===== src/logic/i2cm_cfg.svh =====
`ifndef I2CM_CFG_SVH
`define I2CM_CFG_SVH
// Behaviour
// Low five control bits are self-clearing start/restart/stop/receive/ack requests
// Request field is one-hot while an event runs, start at bit 0
// Transmit-active status bit 14 is high while shifting with request field zero
// Software sequences whole messages; the device performs one portion per request
// Master interrupt flag rises when any requested event completes
// Start request while master logic is inactive begins a start event
// Writing the transmit buffer starts a master byte transmission
// Receive request starts byte reception; reading receive buffer clears receive-full
// Acknowledge event drives the ack value: 1 gives not-acknowledge, 0 acknowledge
// Restart request starts repeated start; stop request starts stop event
// Clock synchronisation and arbitration are always active, no enable
// Software keeps management-address enable, control bit 11, cleared as master
// After clock release the baud counter stops until clock is sampled high
// Clock sampled high reloads the 9-bit reload value and counting resumes
// Baud counter decrements twice per cycle; clock output toggles on rollover
// Clock sampled low at rollover holds the counter, allowing stretching
// Clock sampled once per cycle; rollover follows on the next cycle
// While busy, request writes are ignored; transmit writes dropped, set collision
// Acknowledge lasts two baud periods, then clears its bit and interrupts
// Lost arbitration sets bus-collision bit 10, interrupts, releases the port
// Software sets one request bit only while the whole field reads zero

// ****************************************
// Widths and status layout
// ****************************************
`define I2CM_BAUD_W 9
`define I2CM_BYTE_W 8
`define I2CM_STAT_W 16
`define I2CM_STAT_TBF 0
`define I2CM_STAT_RBF 1
`define I2CM_STAT_WCOL 7
`define I2CM_STAT_BCL 10
`define I2CM_STAT_MGMT 11
`define I2CM_STAT_TXACT 14

// ****************************************
// Timing and step counts
// ****************************************
`define I2CM_CLK_PERIOD_NS 10
`define I2CM_BAUD_DEC 2
`define I2CM_START_LAST 4'h1
`define I2CM_SEQ_LAST 4'h2
`define I2CM_LAST_DATA_BIT 4'h7
`define I2CM_XMIT_ACK_BIT 4'h8
`endif


===== src/logic/i2cm_pkg.sv =====
package i2cm_pkg;
  typedef enum logic [6:0] {
    ST_IDLE    = 7'h01,
    ST_START   = 7'h02,
    ST_RESTART = 7'h04,
    ST_STOP    = 7'h08,
    ST_XMIT    = 7'h10,
    ST_RECV    = 7'h20,
    ST_ACK     = 7'h40
  } i2cm_state_t;

  // Bit order matches the low five control bits
  typedef struct packed {
    logic ack_sequence_request;
    logic receive_request;
    logic stop_request;
    logic restart_request;
    logic start_request;
  } i2cm_req_t;

  typedef struct packed {
    logic scl;
    logic sda;
  } i2cm_lines_t;
endpackage


===== src/logic/i2cm_baud.sv =====
`timescale 1ns/1ps
`include "i2cm_cfg.svh"
module i2cm_baud import i2cm_pkg::*; #(
  parameter int BAUD_W = `I2CM_BAUD_W
) (
  input wire logic sys_clk,
  input wire logic sys_rst,
  input wire logic run,
  input wire logic scl_released,
  input wire logic scl_high,
  input wire logic [BAUD_W-1:0] reload_value,
  output logic tick
);
  logic [BAUD_W-1:0] baud_counter;
  logic waiting;
  logic released_d;

  wire release_edge = scl_released && !released_d;
  wire suspend = (waiting || release_edge) && !scl_high;
  wire resume = waiting && scl_high;
  wire at_rollover = baud_counter < BAUD_W'(`I2CM_BAUD_DEC);
  wire stretched = at_rollover && scl_released && !scl_high;
  wire next_tick = run && !suspend && !resume && at_rollover && !stretched;
  logic [BAUD_W-1:0] next_counter;

  always_comb begin
    if (!run || resume || next_tick) begin
      next_counter = reload_value;
    end else if (suspend || stretched) begin
      next_counter = baud_counter; // see
    end else begin
      next_counter = baud_counter - BAUD_W'(`I2CM_BAUD_DEC);
    end
  end

  always_ff @(posedge sys_clk or posedge sys_rst) begin
    if (sys_rst) begin
      baud_counter <= '0;
      waiting <= 1'b0;
      // Idle level of the release flag, so reset gives no false release edge
      released_d <= 1'b1;
      tick <= 1'b0;
    end else begin
      baud_counter <= next_counter;
      waiting <= run && (release_edge && !scl_high || waiting && !scl_high);
      released_d <= scl_released;
      tick <= next_tick;
    end
  end
endmodule


===== src/logic/i2cm_top.sv =====
`timescale 1ns/1ps
`include "i2cm_cfg.svh"
module i2cm_top import i2cm_pkg::*; #(
  parameter int BAUD_W = `I2CM_BAUD_W,
  parameter int BYTE_W = `I2CM_BYTE_W
) (
  input wire logic sys_clk,
  input wire logic sys_rst,
  input wire logic control_wr,
  input wire i2cm_req_t control_req,
  input wire logic ack_value,
  input wire logic mgmt_address_enable,
  input wire logic transmit_wr,
  input wire logic [BYTE_W-1:0] transmit_buffer,
  input wire logic receive_rd,
  input wire logic write_collision_clr,
  input wire logic bus_collision_clr,
  input wire logic master_irq_clr,
  input wire logic [BAUD_W-1:0] baud_reload_value,
  input wire logic serial_clock_line_in,
  output logic serial_clock_line_out,
  output logic serial_clock_line_oe,
  input wire logic serial_data_line_in,
  output logic serial_data_line_out,
  output logic serial_data_line_oe,
  output i2cm_req_t control_low_reg,
  output logic [`I2CM_STAT_W-1:0] status_reg,
  output logic [BYTE_W-1:0] receive_buffer,
  output logic master_irq_flag,
  output logic ack_status
);
  function automatic logic one_hot(input i2cm_req_t r);
    return $onehot(r);
  endfunction

  // ****************************************
  // Pin synchronisers
  // ****************************************
  i2cm_lines_t line_meta;
  i2cm_lines_t line_sync;
  logic mgmt_meta;
  logic mgmt_sync;

  always_ff @(posedge sys_clk or posedge sys_rst) begin
    if (sys_rst) begin
      line_meta <= '1;
      line_sync <= '1;
      mgmt_meta <= 1'b0;
      mgmt_sync <= 1'b0;
    end else begin
      line_meta <= '{scl: serial_clock_line_in, sda: serial_data_line_in};
      line_sync <= line_meta;
      mgmt_meta <= mgmt_address_enable;
      mgmt_sync <= mgmt_meta;
    end
  end

  // ****************************************
  // State and decode
  // ****************************************
  i2cm_state_t state;
  logic [3:0] bitn;
  logic hi;
  logic [BYTE_W-1:0] shift;
  logic scl_low;
  logic sda_low;
  logic ack_bit;
  logic tick;
  logic write_collision;
  logic bus_collision_flag;
  logic transmit_full;
  logic transmit_active;
  logic receive_full;

  wire busy = state != ST_IDLE;
  // Non one-hot writes are dropped so the field can never hold two events
  wire ctl_take = control_wr && !busy && one_hot(control_req); // see
  wire tx_take = transmit_wr && !busy;
  wire tx_reject = transmit_wr && busy;
  wire in_start = state == ST_START;
  wire in_restart = state == ST_RESTART;
  wire in_stop = state == ST_STOP;
  wire in_xmit = state == ST_XMIT;
  wire in_recv = state == ST_RECV;
  wire in_ack = state == ST_ACK;

  wire step_last = in_start && bitn == `I2CM_START_LAST
    || (in_restart || in_stop) && bitn == `I2CM_SEQ_LAST
    || in_xmit && hi && bitn == `I2CM_XMIT_ACK_BIT
    || in_recv && hi && bitn == `I2CM_LAST_DATA_BIT
    || in_ack && hi;

  // Arbitration runs in every event except reception; single master simply never loses
  wire lost = tick && (in_start && bitn == 4'h0 && !(line_sync.scl && line_sync.sda)
    || in_restart && bitn == 4'h1 && !line_sync.sda
    || in_stop && bitn == `I2CM_SEQ_LAST && !line_sync.sda
    || in_xmit && hi && bitn < `I2CM_XMIT_ACK_BIT && !sda_low && !line_sync.sda
    || in_ack && hi && !sda_low && !line_sync.sda); // see
  wire ev_done = tick && step_last && !lost;
  wire recv_done = ev_done && in_recv;
  wire [BYTE_W-1:0] shift_in = {shift[BYTE_W-2:0], line_sync.sda};

  i2cm_baud #(.BAUD_W(BAUD_W)) u_baud (
    .sys_clk(sys_clk),
    .sys_rst(sys_rst),
    .run(busy),
    .scl_released(!scl_low),
    .scl_high(line_sync.scl),
    .reload_value(baud_reload_value),
    .tick(tick)
  );

  // ****************************************
  // Event sequencer
  // ****************************************
  always_ff @(posedge sys_clk or posedge sys_rst) begin
    if (sys_rst) begin
      state <= ST_IDLE;
      control_low_reg <= '0;
      bitn <= 4'h0;
      hi <= 1'b0;
      shift <= '0;
      scl_low <= 1'b0;
      sda_low <= 1'b0;
      ack_bit <= 1'b0;
    end else if (lost) begin
      state <= ST_IDLE;
      control_low_reg <= '0;
      scl_low <= 1'b0;
      sda_low <= 1'b0;
    end else if (ev_done) begin
      state <= ST_IDLE; // see
      control_low_reg <= '0;
      // A stop leaves the clock released so the bus can go idle
      scl_low <= !in_stop;
      sda_low <= in_stop ? 1'b0 : in_restart || in_start;
      if (in_recv) begin
        shift <= shift_in;
      end
    end else begin
      unique case (state)
        ST_IDLE: begin
          bitn <= 4'h0;
          hi <= 1'b0;
          if (ctl_take) begin
            control_low_reg <= control_req; // see
            ack_bit <= ack_value;
            if (control_req.start_request) begin
              state <= ST_START;
            end else if (control_req.restart_request) begin
              state <= ST_RESTART;
              scl_low <= 1'b1;
              sda_low <= 1'b0;
            end else if (control_req.stop_request) begin
              state <= ST_STOP;
              scl_low <= 1'b1;
              sda_low <= 1'b1;
            end else if (control_req.receive_request) begin
              state <= ST_RECV;
              sda_low <= 1'b0;
            end else begin
              state <= ST_ACK;
              sda_low <= !ack_value;
            end
          end else if (tx_take) begin
            state <= ST_XMIT;
            shift <= transmit_buffer;
            sda_low <= !transmit_buffer[BYTE_W-1];
          end
        end
        ST_START, ST_RESTART, ST_STOP: begin
          if (tick) begin
            bitn <= bitn + 4'h1;
            if (in_start || bitn == 4'h1) begin
              sda_low <= in_start || in_restart;
            end else begin
              scl_low <= 1'b0;
            end
          end
        end
        ST_XMIT, ST_RECV, ST_ACK: begin
          if (tick && !hi) begin
            scl_low <= 1'b0;
            hi <= 1'b1;
          end else if (tick) begin
            scl_low <= 1'b1;
            hi <= 1'b0;
            bitn <= bitn + 4'h1;
            if (in_recv) begin
              shift <= shift_in;
            end else begin
              shift <= {shift[BYTE_W-2:0], 1'b0};
              sda_low <= bitn < `I2CM_LAST_DATA_BIT && !shift[BYTE_W-2];
            end
          end
        end
      endcase
    end
  end

  // ****************************************
  // Flags, set wins over clear
  // ****************************************
  always_ff @(posedge sys_clk or posedge sys_rst) begin
    if (sys_rst) begin
      master_irq_flag <= 1'b0;
      bus_collision_flag <= 1'b0;
      write_collision <= 1'b0;
      transmit_full <= 1'b0;
      transmit_active <= 1'b0;
      receive_full <= 1'b0;
      receive_buffer <= '0;
      ack_status <= 1'b0;
    end else begin
      master_irq_flag <= ev_done || lost || master_irq_flag && !master_irq_clr;
      bus_collision_flag <= lost || bus_collision_flag && !bus_collision_clr;
      write_collision <= tx_reject || write_collision && !write_collision_clr;
      transmit_full <= tx_take || transmit_full && !lost
        && !(in_xmit && tick && hi && bitn == `I2CM_LAST_DATA_BIT);
      transmit_active <= tx_take || transmit_active && !lost && !ev_done;
      receive_full <= recv_done || receive_full && !receive_rd;
      if (recv_done) begin
        receive_buffer <= shift_in;
      end
      if (ev_done && in_xmit) begin
        ack_status <= line_sync.sda;
      end
    end
  end

  assign serial_clock_line_out = 1'b0;
  assign serial_data_line_out = 1'b0;
  assign serial_clock_line_oe = scl_low;
  assign serial_data_line_oe = sda_low;
  always_comb begin
    status_reg = '0;
    status_reg[`I2CM_STAT_TBF] = transmit_full;
    status_reg[`I2CM_STAT_RBF] = receive_full;
    status_reg[`I2CM_STAT_WCOL] = write_collision;
    status_reg[`I2CM_STAT_BCL] = bus_collision_flag;
    // Mirror only; software must keep it clear in master use
    status_reg[`I2CM_STAT_MGMT] = mgmt_sync;
    status_reg[`I2CM_STAT_TXACT] = transmit_active;
  end
endmodule


===== config.mk =====
export PLATFORM = sky130hd
export DESIGN_NAME = i2cm_top
export DESIGN_NICKNAME = d
export VERILOG_FILES = /design/src/logic/i2cm_pkg.sv /design/src/logic/i2cm_baud.sv /design/src/logic/i2cm_top.sv
export VERILOG_INCLUDE_DIRS = /design/src /design/src/logic
export SDC_FILE = /design/constraint.sdc
export NUM_CORES = 1
export LEC_CHECK = 0
export BUFFER_PORTS_ARGS = -buffer_cell sky130_fd_sc_hd__buf_2
export CORE_ASPECT_RATIO = 0.7
export CORE_MARGIN = 2
export CORE_UTILIZATION = 30
export DETAILED_ROUTE_END_ITERATION = 12
export GPL_ROUTABILITY_DRIVEN = 0
export GPL_TIMING_DRIVEN = 1
export HOLD_SLACK_MARGIN = 0.03
export PLACE_DENSITY = 0.53
export SLEW_MARGIN = 20
export SYNTH_ARGS = -nofsm -noshare
export SYNTH_HDL_FRONTEND = slang
export SYNTH_SLANG_ARGS = --single-unit

===== constraint.sdc =====
create_clock -name sys_clk -period 7.5 [get_ports sys_clk]
set_input_delay 0.75 -clock sys_clk [delete_from_list [all_inputs] [get_ports sys_clk]]
set_output_delay 0.75 -clock sys_clk [all_outputs]
set_load 0.01 [all_outputs]

* Yosys cells after proc, flatten, opt, wreduce, memory -nomap -nowiden
Index checks and enable logic that the tools add are counted.
** Storage, ports and cells
- Register bits :: 59
- Output and inout port bits :: 35
- Word-level logic and storage cells :: 241
** Cells by class
- $add $sub $neg :: 6
- Order comparisons :: 3
- Equality and inequality tests :: 33
- Mux-type cells :: 55
- Bitwise logic cells :: 2
- Reductions and logical operators :: 113
** Operators by type and width (number)
- 2-to-1 mux 7 bit :: 15
- logical AND 1 bit :: 53
- 2-to-1 mux 1 bit :: 27
- != test 4 bit (second input constant) :: 6
- logical OR 1 bit :: 23
- zero test 1 bit :: 22
- 2-to-1 mux 5 bit :: 4
- 2-to-1 mux 9 bit :: 2
- != test 5 bit (second input constant) :: 3
- case mux 7 bit (2 select lines) :: 1
- AND reduction 7 bit :: 2
- case mux 4 bit (3 select lines) :: 1
- < comparator 9 x 2 -> 1 bit (second input constant) :: 1
- != test 3 bit (second input constant) :: 3
- nonzero test 3 bit :: 3
- subtractor 9 x 2 -> 9 bit (second input constant) :: 1
- 2-to-1 mux 4 bit :: 2
- != test 4 x 3 -> 1 bit (second input constant) :: 2
- equality test 7 x 1 -> 1 bit (second input constant) :: 1
- equality test 7 x 2 -> 1 bit (second input constant) :: 1
- equality test 7 x 3 -> 1 bit (second input constant) :: 1
- equality test 7 x 4 -> 1 bit (second input constant) :: 1
- equality test 7 x 5 -> 1 bit (second input constant) :: 1
- equality test 7 x 6 -> 1 bit (second input constant) :: 1
- 28 further kinds :: 35

* Logic depth before layout (Yosys ltp)
- Depth after elaboration :: 13
- Gate-level depth with buffers :: 11
- Depth with buffers taken out :: 11

* Modules after synthesis
A second synthesis with hierarchy kept.
** Unflattened totals
- Cell total of the unflattened synthesis :: 369
- Area, all modules :: 3787.4 µm²
** Modules (own cells, without submodules)
- i2cm_top :: times used 1, cells each 290, area an instance 3006.6 µm², sequential area each 1182.4 µm²
- i2cm_baud :: times used 1, cells each 79, area an instance 780.7 µm², sequential area each 276.5 µm²

* Least setup slack after synthesis
Ideal clock, no wire load.
- Kind :: input port to flip-flop
- Start point :: input port control_req[0] (netlist bit)
- End point :: register sda_low (netlist: serial_data_line_oe)
- Setup time :: 146 ps
- Data arrival time :: 3365 ps
- Slack :: 3989 ps
- Cell stages on the path :: 11
- Cells stage by stage :: inv_1 > fa_1 > fa_1 > inv_1 > ha_1 > or4b_2 > nor2_1 > o32ai_1 > a211o_1 > nor4bb_1 > a221oi_1
** Between the ends
- Cells in the longest elaborated chain, start to end :: 9
- Elaborated cells on any way between the ends :: 12
** Ends and longest elaborated chain
- from (decl) :: RTL line i2cm_top.sv:10 : input wire i2cm_req_t control_req,
- adder 1 x 1 -> 2 bit (implied by the code) :: RTL line i2cm_top.sv:33 : return $onehot(r);
- adder 2 x 2 -> 3 bit (implied by the code) :: RTL line i2cm_top.sv:33
- adder 3 x 1 -> 3 bit (implied by the code) :: RTL line i2cm_top.sv:33
- equality test 3 x 1 -> 1 bit :: RTL line i2cm_top.sv:33
- logical AND 1 bit :: RTL line i2cm_top.sv:77 : wire ctl_take = control_wr && !busy && one_hot(control_req);
- 2-to-1 mux 1 bit :: RTL line i2cm_top.sv:145 : if (ctl_take) begin
- case mux 1 bit (3 select lines) :: RTL line i2cm_top.sv:141 : unique case (state)
- 2-to-1 mux 1 bit :: RTL line i2cm_top.sv:131 : end else if (ev_done) begin
- 2-to-1 mux 1 bit :: RTL line i2cm_top.sv:126 : end else if (lost) begin
- to (signal assigned) :: RTL line i2cm_top.sv:136 : sda_low <= in_stop ? 1'b0 : in_restart || in_start;
- to (signal assigned) :: RTL line i2cm_top.sv:163 : sda_low <= !ack_value;
- to (signal assigned) :: RTL line i2cm_top.sv:168 : sda_low <= !transmit_buffer[BYTE_W-1];
- to (decl) :: RTL line i2cm_top.sv:66 : logic sda_low;
Parallel ways exist; a longest one is shown, timed or not.
A chain may end at the register's enable or synchronous reset.

* Worst setup path in the final report
Same ends and word-level chain as after synthesis.

==> out/qor.yml <==
max_stage_delay_ns: 0.64
reg.largest.list: "receive_buffer: 8 flops, u_baud.baud_counter: 8 flops"
critical_path.cell_chain: "buf_2 -> inv_1 -> fa_1 -> fa_1 -> inv_1 -> ha_1 -> nor4b_1 -> nand3_1 -> nand2_1 -> o211ai_1 -> nor4bb_1 -> a221oi_1"
post-route-min-period_ns: 3.58
finalClockSkew_ns: 0.00786
tritoncts_num_sinks: 58
ys_types: 67
clockRootBuffer: "clkbuf_16"
tightest_slew_ns: 0.815
register_to_register_path_setup_slack_ns: 4.50
grt_overflow_total: 0
drtIter0Drc: 265
flow.area_growth_from_synthesis_pct: 17.9
hold_path_end: "line_sync[1]"
worst_reg2reg_endpoint: "state[3]"
row_count: 32
layout_common_cells: "buf_2, dfrtp_1, nand2_1"
routed_wirelength_um: 8490
ctsResizeCount: 0
reg2regPathDepth: 8
clock_pin_slew_worst_setup_and_hold_paths_ns: 0.05
routed_via_count: 2788
crit_slowest_cell: "nor4b_1"
drv_cap: 0
cp_data_required_time_ns: 7.71
launching_point_of_the_worst_reg2reg_path: "bitn[0]"
max-slew-margin-rel_pct: 45.4
timing.setup.tns_ns: 0
launch_point_of_the_worst_hold_path: "line_meta[1]"
critPathCaptureType: "flip-flop"
holdPathStages: 0
power_density_mw_per_mm2: 215
die_y_um: 94.1
synth-seq-cells: 58
avgRoutedWirePerCell_um: 15.0
floorplan.core_area_mm2: 0.0112
cp-start-kind: "primary input"
clock.fmax_mhz: 279
synth_seq_area_share_pct: 41.9
outcome: "finished clean"
share_of_layout_cells_above_drive_strength_1_pct: 27.7
hold_violations: 0
drc: 0
cp.arrival_ns: 3.79
final_layout_net_count: 450
cts_made_buffers: 9
final_core_utilization_pct: 36.7
crit_type: "primary input to flip-flop"
tritoncts_clock_tree: "yes"
dpl.hpwl_um: 6010
class_of_the_tightest_hold_or_removal_check: "flip-flop to flip-flop"
floorplan.io_pins: 69
drt_first_pass_iters: 4
antenna_found_initial: 0
grt_setup_unrepaired: "false"
cts.hold.buffers_added: 0
period_share_pct: 47.8
critical_path_peak_fanout: 8
timing_max_transition_violations_final: 0
fp.dieArea_mm2: 0.0125
finalSetupViolCount: 0
clock_path_buffers: 2
ys.warnings.count: 0
chipWidth_um: 133
antenna_diode_count: 0
cts_htree_levels: 3
postSynthAreaPerCell_um2: 9.72
hold_ws_ns: 0.350
grt_pass1_wl_um: 14200
synth_enable_flop_cells: 0
grt.total_usage_pct: 14.6
initial_utilization_pct: 31.1
synthesis.instances: 358
mostFrequentLayoutCell: "buf_2"
port_buffers: 55
antenna_left: 0
cts_setup_buffers: 0
synthesis.area_mm2: 0.00348
cellLeakagePower_uw: 0.00189
grt_pass1_vias: 2779
grt_start_max_net_pins: 59
power.ir.vdd_worst_uv: 86.3
synth-main-ff-cell: "dfrtp_1"
insertion_delay_ns: 0.33
vias_per_cell: 4.93
ffs_w_async_s_r_synth_pct: 100
metrics by stage:
| stage | power, µW | instance area [µm²] | worst slack, ns | instances |
|---|---|---|---|---|
| after floorplan | 453 | 3520 | 3.99 | 369 |
| after global placement | 477 | 3800 | 3.63 | 549 |
| after detailed placement | 482 | 3800 | 3.58 | 549 |
| after CTS | 896 | 4100 | 3.85 | 565 |
| after global routing | 931 | 4100 | 3.74 | 565 |
| final | 883 | 4100 | 3.92 | 565 |
cells in the mapped netlist (3+ instances only):
library cell	number	area, µm²
clkbuf_1	3	11.3
a22o_1	4	35.0
buf_4	21	158
or3_1	3	18.8
dfstp_2	6	158
buf_2	6	30.0
o2bb2ai_1	4	35.0
nand2_1	32	120
nand3_1	4	20.0
nor2_1	21	78.8
nor3b_1	3	22.5
nor3_1	16	80.1
a21oi_1	11	55.1
nor4b_1	3	26.3
nor4_1	4	25.0
inv_1	27	101
dfrtp_1	52	1300
and2_1	7	43.8
nor4bb_1	4	40.0
nand2b_1	4	25.0
ha_1	7	87.6
o21ai_0	23	115
mux2_2	22	248
nor2b_1	4	25.0
mux2i_1	11	110
worst max path at each step:
stage	from	to
after global routing	control_req[0]	serial_data_line_oe
after CTS	control_req[0]	serial_data_line_oe
after floorplan	control_req[0]	serial_data_line_oe
after detailed placement	control_req[0]	serial_data_line_oe
after global placement	control_req[0]	serial_data_line_oe
final	control_req[0]	serial_data_line_oe
layout make-up:
class / count / area, µm²
clock buffers: 9 / 225
clock inverters: 7 / 70.1
fillers: 1139 / 7070
inverters: 27 / 101
multi-input cells: 253 / 1760
flip-flops and latches: 58 / 1460
well taps: 153 / 191
repair buffers: 58 / 298
layer usage:
| layer | routed length [µm] | vias up | global-route usage, % |
|---|---|---|---|
| met5 | 0 | - | 0 |
| met4 | 86 | 0 | 4.57 |
| met3 | 593 | 7 | 4.15 |
| met2 | 3550 | 84 | 21.4 |
| met1 | 4260 | 1341 | 20.8 |
| li1 | - | 1356 | - |
worst max-delay path: cells and delay by family:
| kind | cells | cell delay, ns |
|---|---|---|
| fa+ha+maj | 3 | 1.08 |
| compound gates | 2 | 0.35 |
| buf+inv | 3 | 0.26 |
| simple gates | 4 | 1.36 |
where the power goes:
| group | switching, µW | total [µW] | internal (µW) |
|---|---|---|---|
| combinational | 52.2 | 103 | 51.0 |
| sequential | 28.9 | 373 | 344 |
| clock | 150 | 406 | 256 |
| total | 231 | 883 | 651 |
logic make-up after synthesis:
family	count (synthesis)	share of synthesized area (%)
and+or+nand+nor	120	19.2
AOI/OAI and AO/OA	75	15.0
DFF	58	41.9
buffers and inverters	58	8.78
muxes	33	10.3
adders and majority gates	9	3.67
xor gates and xnor gates	4	1.01
other	1	0.108
Power figures use the tool's default switching activity.
